## src/info_area_defines.svh

```systemverilog
// Constants for the information-area overlay: address map, fields, resets.
`ifndef INFO_AREA_DEFINES_SVH
`define INFO_AREA_DEFINES_SVH

// ----------------------------------------------------------------------
// Widths
// ----------------------------------------------------------------------
`define ADDR_W          16
`define DATA_W          8
`define INFO_AW         9

// ----------------------------------------------------------------------
// Address map and control fields
// ----------------------------------------------------------------------
`define INFO_BYTES      512
`define INFO_BASE       16'hFE00
`define INFO_LAST       16'hFFFF
`define PAGE_SEL_EN_BIT 7

// ----------------------------------------------------------------------
// Reset values
// ----------------------------------------------------------------------
`define ADDR_RST        16'h0000
`define DATA_RST        8'h00
`define INFO_ADDR_RST   9'h000

`endif

```

## src/info_area_pkg.sv

```systemverilog
// Types shared by the information-area overlay and its store.
package info_area_pkg;

	// ------------------------------------------------------------------
	// Kinds of memory access presented by the core and the debugger
	// ------------------------------------------------------------------
	typedef enum logic [1:0] {
		ACC_FETCH,
		ACC_CONST_LOAD,
		ACC_CONST_LOAD_INCR,
		ACC_DEBUG
	} access_t;

endpackage : info_area_pkg

```

## src/info_area_store.sv

```systemverilog
// Factory-loaded information-area store with a registered read port.
`timescale 1ns/1ns
`include "info_area_defines.svh"

module info_area_store
	import info_area_pkg::*;
(
	// Clock
	input  wire logic                   clk,
	// Read port
	input  wire logic                   rd_en,
	input  wire logic [`INFO_AW-1:0]    rd_addr,
	output logic      [`DATA_W-1:0]     rd_data,
	// Factory load port, the only way the contents change
	input  wire logic                   ld_we,
	input  wire logic [`INFO_AW-1:0]    ld_addr,
	input  wire logic [`DATA_W-1:0]     ld_data
);

	typedef struct packed {
		logic [`DATA_W-1:0] rd_data;
	} store_st_t;

	logic [`DATA_W-1:0] mem [`INFO_BYTES];
	store_st_t          st_q;
	store_st_t          st_d;

	// ------------------------------------------------------------------
	// Storage
	// ------------------------------------------------------------------
	always_ff @(posedge clk) begin
		if (ld_we) begin
			mem[ld_addr] <= ld_data;
		end
	end

	always_comb begin
		st_d = st_q;
		if (rd_en) begin
			st_d.rd_data = mem[rd_addr];
		end
	end

	always_ff @(posedge clk) begin
		st_q <= st_d;
	end

	assign rd_data = st_q.rd_data;

endmodule : info_area_store

```

## src/info_area_overlay.sv

```systemverilog
// Read-path overlay of the information area onto the top of program memory.
`timescale 1ns/1ns
`include "info_area_defines.svh"

// Contract
// - Page-select bit 7 set enables the overlay
// - Overlay covers FE00H to FFFFH, 512 bytes
// - Constant loads in range read information area
// - Debugger reads in range read information area
// - Instruction fetches always come from program memory
// - Information area is never written through overlay
module info_area_overlay
	import info_area_pkg::*;
(
	// Clock and reset
	input  wire logic                   CLK,
	input  wire logic                   SRST,
	// Page-select control byte from the core
	input  wire logic [7:0]             PAGE_SEL,
	// Access request from the core or debugger
	input  wire logic                   REQ_VALID,
	input  wire logic [1:0]             REQ_TYPE,
	input  wire logic                   REQ_WRITE,
	input  wire logic [`ADDR_W-1:0]     REQ_ADDR,
	input  wire logic [`DATA_W-1:0]     REQ_WDATA,
	// Read answer to the requester
	output logic                        RSP_VALID,
	output logic [`DATA_W-1:0]          RSP_DATA,
	output logic                        RSP_FROM_INFO,
	// Program memory array
	output logic                        PM_RD,
	output logic                        PM_WR,
	output logic [`ADDR_W-1:0]          PM_ADDR,
	output logic [`DATA_W-1:0]          PM_WDATA,
	input  wire logic [`DATA_W-1:0]     PM_RDATA,
	// Status
	output logic                        OVERLAY_ON,
	output logic                        WR_BLOCKED,
	// Factory load of the information area
	input  wire logic                   INFO_LOAD_WE,
	input  wire logic [`INFO_AW-1:0]    INFO_LOAD_ADDR,
	input  wire logic [`DATA_W-1:0]     INFO_LOAD_DATA
);

	// ------------------------------------------------------------------
	// State
	// ------------------------------------------------------------------
	typedef struct packed {
		logic                   s1_vld;
		logic                   s1_info;
		logic [`INFO_AW-1:0]    s1_iaddr;
		logic                   s2_vld;
		logic                   s2_info;
		logic                   pm_rd;
		logic                   pm_wr;
		logic [`ADDR_W-1:0]     pm_addr;
		logic [`DATA_W-1:0]     pm_wdata;
		logic                   rsp_vld;
		logic [`DATA_W-1:0]     rsp_data;
		logic                   rsp_info;
		logic                   ovl_on;
		logic                   wr_blk;
	} ovl_st_t;

	ovl_st_t                st_q;
	ovl_st_t                st_d;
	access_t                acc;
	logic                   ovl_en;
	logic                   in_range;
	logic                   info_hit;
	logic                   rd_req;
	logic                   wr_req;
	logic [`DATA_W-1:0]     info_rdata;

	// ------------------------------------------------------------------
	// Request decode
	// ------------------------------------------------------------------
	always_comb begin
		acc    = access_t'(REQ_TYPE);
		ovl_en = PAGE_SEL[`PAGE_SEL_EN_BIT];
		// The top of the window is the top of the address space.
		in_range = (REQ_ADDR >= `INFO_BASE) &&
			(REQ_ADDR <= `INFO_LAST);
		rd_req = REQ_VALID && !REQ_WRITE;
		wr_req = REQ_VALID && REQ_WRITE;
		info_hit = 1'b0;
		if (ovl_en && in_range) begin
			case (acc)
				ACC_CONST_LOAD: begin
					info_hit = 1'b1;
				end
				ACC_CONST_LOAD_INCR: begin
					info_hit = 1'b1;
				end
				ACC_DEBUG: begin
					info_hit = 1'b1;
				end
				ACC_FETCH: begin
					info_hit = 1'b0;
				end
				default: begin
					info_hit = 1'b0;
				end
			endcase
		end
	end

	// ------------------------------------------------------------------
	// Information-area store
	// ------------------------------------------------------------------
	// Read one cycle after acceptance so its data line up with the
	// program memory answer and back-to-back reads pipeline cleanly.
	info_area_store u_store (
		.clk     (CLK),
		.rd_en   (st_q.s1_vld && st_q.s1_info),
		.rd_addr (st_q.s1_iaddr),
		.rd_data (info_rdata),
		.ld_we   (INFO_LOAD_WE),
		.ld_addr (INFO_LOAD_ADDR),
		.ld_data (INFO_LOAD_DATA)
	);

	// ------------------------------------------------------------------
	// Next state
	// ------------------------------------------------------------------
	always_comb begin
		st_d = st_q;

		// Stage 1: accept a read and route it.
		st_d.s1_vld   = rd_req;
		st_d.s1_info  = rd_req && info_hit;
		st_d.s1_iaddr = REQ_ADDR[`INFO_AW-1:0];

		// Program memory sees every read that the overlay does not take.
		st_d.pm_rd = rd_req && !info_hit;
		st_d.pm_wr = 1'b0;
		if (rd_req) begin
			st_d.pm_addr = REQ_ADDR;
		end

		// Non-fetch writes into the overlaid window are dropped; the store has no
		// write path from the requester at all.
		st_d.wr_blk = wr_req && info_hit;
		if (wr_req && !info_hit) begin
			st_d.pm_wr    = 1'b1;
			st_d.pm_addr  = REQ_ADDR;
			st_d.pm_wdata = REQ_WDATA;
		end

		// Stage 2: both sources hold their data during this cycle.
		st_d.s2_vld  = st_q.s1_vld;
		st_d.s2_info = st_q.s1_info;

		// Answer, registered for the requester.
		st_d.rsp_vld  = st_q.s2_vld;
		st_d.rsp_info = st_q.s2_vld && st_q.s2_info;
		if (st_q.s2_vld) begin
			st_d.rsp_data = st_q.s2_info ? info_rdata
				: PM_RDATA;
		end

		st_d.ovl_on = ovl_en;

		if (SRST) begin
			st_d.s1_vld   = 1'b0;
			st_d.s1_info  = 1'b0;
			st_d.s1_iaddr = `INFO_ADDR_RST;
			st_d.s2_vld   = 1'b0;
			st_d.s2_info  = 1'b0;
			st_d.pm_rd    = 1'b0;
			st_d.pm_wr    = 1'b0;
			st_d.pm_addr  = `ADDR_RST;
			st_d.pm_wdata = `DATA_RST;
			st_d.rsp_vld  = 1'b0;
			st_d.rsp_data = `DATA_RST;
			st_d.rsp_info = 1'b0;
			st_d.ovl_on   = 1'b0;
			st_d.wr_blk   = 1'b0;
		end
	end

	// ------------------------------------------------------------------
	// Registers
	// ------------------------------------------------------------------
	always_ff @(posedge CLK) begin
		st_q <= st_d;
	end

	// ------------------------------------------------------------------
	// Outputs
	// ------------------------------------------------------------------
	assign RSP_VALID     = st_q.rsp_vld;
	assign RSP_DATA      = st_q.rsp_data;
	assign RSP_FROM_INFO = st_q.rsp_info;
	assign PM_RD         = st_q.pm_rd;
	assign PM_WR         = st_q.pm_wr;
	assign PM_ADDR       = st_q.pm_addr;
	assign PM_WDATA      = st_q.pm_wdata;
	assign OVERLAY_ON    = st_q.ovl_on;
	assign WR_BLOCKED    = st_q.wr_blk;

endmodule : info_area_overlay

```

## config.mk

```make
export PLATFORM = sky130hd
export DESIGN_NAME = info_area_overlay
export DESIGN_NICKNAME = d
export VERILOG_FILES = /design/src/info_area_pkg.sv /design/src/info_area_store.sv /design/src/info_area_overlay.sv
export VERILOG_INCLUDE_DIRS = /design/src
export SDC_FILE = /design/constraint.sdc
export NUM_CORES = 2
export LEC_CHECK = 0
export BUFFER_PORTS_ARGS = -buffer_cell sky130_fd_sc_hd__buf_2
export CORE_MARGIN = 3
export CORE_UTILIZATION = 45
export DETAILED_ROUTE_END_ITERATION = 7
export PLACE_DENSITY_LB_ADDON = 0.1
export SETUP_SLACK_MARGIN = 0.2
export SYNTH_ARGS = -nofsm -noshare
export SYNTH_HDL_FRONTEND = slang
export SYNTH_SLANG_ARGS = --single-unit
```

## constraint.sdc

```tcl
create_clock -name CLK -period 2.8 [get_ports CLK]
set_input_delay 0.84 -clock CLK [delete_from_list [all_inputs] [get_ports CLK]]
set_output_delay 0.84 -clock CLK [all_outputs]
set_load 0.02 [all_outputs]
```

* After elaboration in Yosys (flattened, before gate mapping)
Memories as Yosys holds them, arrays and structs flattened. A register that Yosys moved wholly into a read port is not among the register bits.
Cells that the tools add are included.
** Cells by class
- Magnitude comparators :: 2
- Reduce and logical (&&, ||, !) cells :: 15
- Muxes and demuxes :: 7
- Equality and inequality tests :: 3
** Operator list (number)
- 2-to-1 mux 25 bit :: 1
- greater-or-equal comparator 16 bit (second input constant) :: 1
- <= comparator 16 bit (second input constant) :: 1
- 2-to-1 mux 16 bit :: 1
- logical AND 1 bit :: 10
- 2-to-1 mux 8 bit :: 1
- equality test 2 bit (second input constant) :: 2
- 2-to-1 mux 1 bit :: 3
- OR reduction 3 bit :: 1
- equality test 2 x 1 -> 1 bit (second input constant) :: 1
- zero test 1 bit :: 2
- zero test 2 bit :: 1
- one-hot mux 1 bit (2 select lines) :: 1
- nonzero test 2 bit :: 1
** Storage, ports and cells
- Memories kept :: 1
- Word-level logic and storage cells :: 42
- Bits of input ports :: 64
- Memory bits (writable) :: 4096
- Flip-flop bits (word level) :: 51
- Output and inout port bits :: 38
** Memories
- u_store.mem :: words 512, width 8, read ports 1, clocked after Yosys merged registers in 1, wr ports 1, line info_area_store.sv:24 : logic [`DATA_W-1:0] mem [`INFO_BYTES];

* Logic depth before layout (Yosys ltp)
- Depth in word-level cells :: 7
- Depth in mapped cells :: 13

* Hierarchy
From an unflattened synthesis, not the netlist that was laid out.
** Second synthesis, totals
- Cell total of the unflattened synthesis :: 8289
- Area, all modules :: 162499.6 µm²
** Modules (own cells, without submodules)
- info_area_store :: sequential area each 123238.2 µm², instances 1, area an instance 160007.2 µm², cells an instance 8030
- info_area_overlay :: sequential area each 1021.0 µm², instances 1, area an instance 2492.4 µm², cells an instance 259

* Least setup slack after synthesis
No wires, ideal clock.
- Path kind :: register to register
- Start :: register st_q[40] (netlist bit)
- End :: register, netlist name u_store.rd_data[0]
- Required time :: 2544 ps
- Setup slack :: 240 ps
- Setup time :: 256 ps
- Cell stages (with the launch flop) :: 9
- Arrival :: 2304 ps
- Path through :: dfxtp_1 -> buf_6 -> buf_6 -> buf_2 -> mux4_2 -> mux4_2 -> o221ai_1 -> nor4_1 -> and4_1
** RTL lines
- start: declaration :: line info_area_overlay.sv:65 : ovl_st_t st_q;
- start signal: assignment :: line info_area_overlay.sv:186 : st_q <= st_d;

==> flow_summary.toml <==
[synthesis]
dominantRegCellSynth = "edfxtp_1"
synth_edf_count = 4104
synth_cells = 8324
synthArstFlopShare = 0
synth.distinct_cells = 64
synth_seq_cells = 4155
syn_area_um2 = 162000
yosys_warnings = 0
synth_nets = 8388
avgSynthCellArea_um2 = 19.5
yosysSeqAreaShare = 0.766

[power]
vdd_drop_max_mv = 0.631
p_leak_nw = 65.5
p_total_w = 0.135
power.density_nw_per_um2 = 675

[layout]
multi_input_area_um2 = 36700
fin_nets = 10222
layout-drive-gt1-share = 0.340
syn_to_final_growth_pct = 23.0
final_cell_mix = "edfxtp_1, buf_4, mux4_2"
final_core_util = 0.558
final_cells = 15303
mostFrequentLayoutCell = "edfxtp_1"
fillers = 27449
regArea_um2 = 124000

[routing]
drtIter0Drc = 10795
routed_wl_um = 481000
wl_per_cell_um = 31.5
num_vias = 90098
post_drt_via_cell_ratio = 5.89
drt_pre_antenna_iters = 6
ant_nets = 0
drc = 0

[global_route]
grt_overflow = 0
grt_pass1_wl_um = 680000
grt_max_degree = 123
grt_pass1_vias = 90448
grtUsageTotal = 0.260
antenna_found_initial = 38

[critical_path]
crit_type = "reg -> reg"
regToRegSetupSlack_ps = -700
r2r-start = "st_q[40]$_SDFF_PP0_"
worstPathMaxFanout = 6
crit_family = "buffers and inverters"
r2r_end = "u_store.rd_data[6]$_DFFE_PP_"
r2r_cells = 14
cp_cell_sequence = "buf_12, buf_16, buf_16, buf_4, buf_12, buf_8, mux4_2, o22ai_1, o21ai_1, buf_4, nand4_1, nand4_1, buf_4, and4b_1"
crit_top_cell = "buf_4"
critPathSlowestCell = "mux4_2"
critical_path_arrival_ps = 4220
worst-path-buf-inv = 8
max_stage_delay_ps = 520
cp-start-kind = "register"
required_ps = 3520
worst_setup_path_end_kind = "register"

[timing]
max-slew-margin-rel = 0.154
whs_ps = 128
period_share = 1.25
layout_setup_ws_ps = -702
worst_pin_slew_ps = 1270
max_freq_mhz = 286
layout_min_cycle_time_ps = 3500
skew_ps = 39.1
setup_violations = 8
rsz0062_at_grt = "yes"
setup-tns-final_ps = -5220
slew_viol_final = 0
finalHoldViolCount = 0

[clock_network]
cts_buffers = 434
cts_root_buf = "clkbuf_16"
cts_tree = "built"
cts.path.max_buffers = 4
cts.sinks = 4155
clock_latency_ps = 990
cts_htree_levels = 5
clk_pin_slew_ps = 60

[min_path]
hp-class = "in -> reg"
min_path_cells = 2
worstHoldStart = "PAGE_SEL[7]"
min_to = "OVERLAY_ON$_SDFF_PP0_"

[floorplan]
rows = 219
core_area_um2 = 357000
dieHeight_um = 606
die_x_um = 606
pin_count = 102
initial_utilization = 0.454
die-area_um2 = 368000

[place]
place.detailed.hpwl_um = 317000
port_buffers = 94
place_congestion = 0.896
placedCellCount = 14347

[run]
maxCapViolCount = 0

[status]
status = "complete, but fails checks"
violations = "negative setup slack"
layer usage:
layer	GRT usage	vias to the layer above	part of all wire
met3	0.0432	619	0.078
met5	0	-	0.000054
li1	-	38097	-
met1	0.380	47670	0.42
met4	0.0600	4	0.024
met2	0.410	3708	0.47
metrics by stage:
step | setup slack, ps | cell area, um^2
3_5_place_dp | -1220 | 182000
2_1_floorplan | 240 | 162000
3_3_place_gp | -1550 | 182000
5_1_grt | -801 | 199000
6_report | -702 | 200000
4_1_cts | -750 | 198000
state kept, by name, indices dropped and copies added (netlist names), 8 cells and up:
| register | count |
|---|---|
| RSP_DATA | 8 |
| u_store.rd_data | 8 |
| u_store.mem | 4096 |
| PM_ADDR | 16 |
| PM_WDATA | 8 |
| st_q | 13 |
Yosys cell counts (63+ instances only):
| master | number | area (um^2) |
|---|---|---|
| edfxtp_1 | 4104 | 123000 |
| mux4_2 | 707 | 15900 |
| mux2i_1 | 703 | 7040 |
| nor2_1 | 681 | 2560 |
| clkbuf_1 | 262 | 983 |
| o221ai_1 | 233 | 2040 |
| nand2_1 | 209 | 785 |
| o22ai_1 | 194 | 1210 |
| nor3_1 | 180 | 901 |
| buf_4 | 145 | 1090 |
| a21oi_1 | 129 | 646 |
| o21ai_0 | 75 | 375 |
| buf_1 | 67 | 251 |
| buf_2 | 63 | 315 |
worst max-delay path by stage:
stage / cells past startpoint / slack (ps) / endpoint / start
4_1_cts: 13 / -750 / u_store.rd_data[0]$_DFFE_PP_ / st_q[41]$_SDFF_PP0_
5_1_grt: 12 / -800 / u_store.rd_data[1]$_DFFE_PP_ / st_q[40]$_SDFF_PP0_
6_report: 14 / -700 / u_store.rd_data[6]$_DFFE_PP_ / st_q[40]$_SDFF_PP0_
2_1_floorplan: 8 / 240 / u_store.rd_data[0]$_DFFE_PP_ / st_q[40]$_SDFF_PP0_
3_3_place_gp: 14 / -1550 / u_store.rd_data[6]$_DFFE_PP_ / st_q[40]$_SDFF_PP0_
3_5_place_dp: 14 / -1220 / u_store.rd_data[3]$_DFFE_PP_ / st_q[40]$_SDFF_PP0_
cells by family after synthesis:
kind of cell	after synthesis	share of synthesized area
muxes	1420	0.142
buffers and inverters	562	0.0178
and+or+nand+nor	1326	0.0364
AOI/OAI and AO/OA	861	0.0375
DFF	4155	0.766
area by class of cell:
type | count | share of cell area
inverter | 5 | 0.000157
tap | 4751 | 0.0298
multi-input combinational | 3607 | 0.184
antenna | 25 | 0.000314
clock inverter | 299 | 0.0154
sequential | 4155 | 0.623
clock buffer | 506 | 0.0565
timing repair buffer | 1955 | 0.0908
timing repair:
item	4_1_cts	5_1_grt
resized for setup	242	125
hold buffers	0	0
gates cloned	7	6
endpoints found under the setup margin	8	8
setup buffers	72	41
endpoints found under the hold margin	0	0
pin swaps	44	37
power breakdown:
group | internal, W | total [W] | switching, W
sequential | 0.0684 | 0.0685 | 0.0000510
combinational | 0.00328 | 0.00827 | 0.00499
clock | 0.0336 | 0.0580 | 0.0245
No activity file was read; power rests on OpenSTA's default activity.
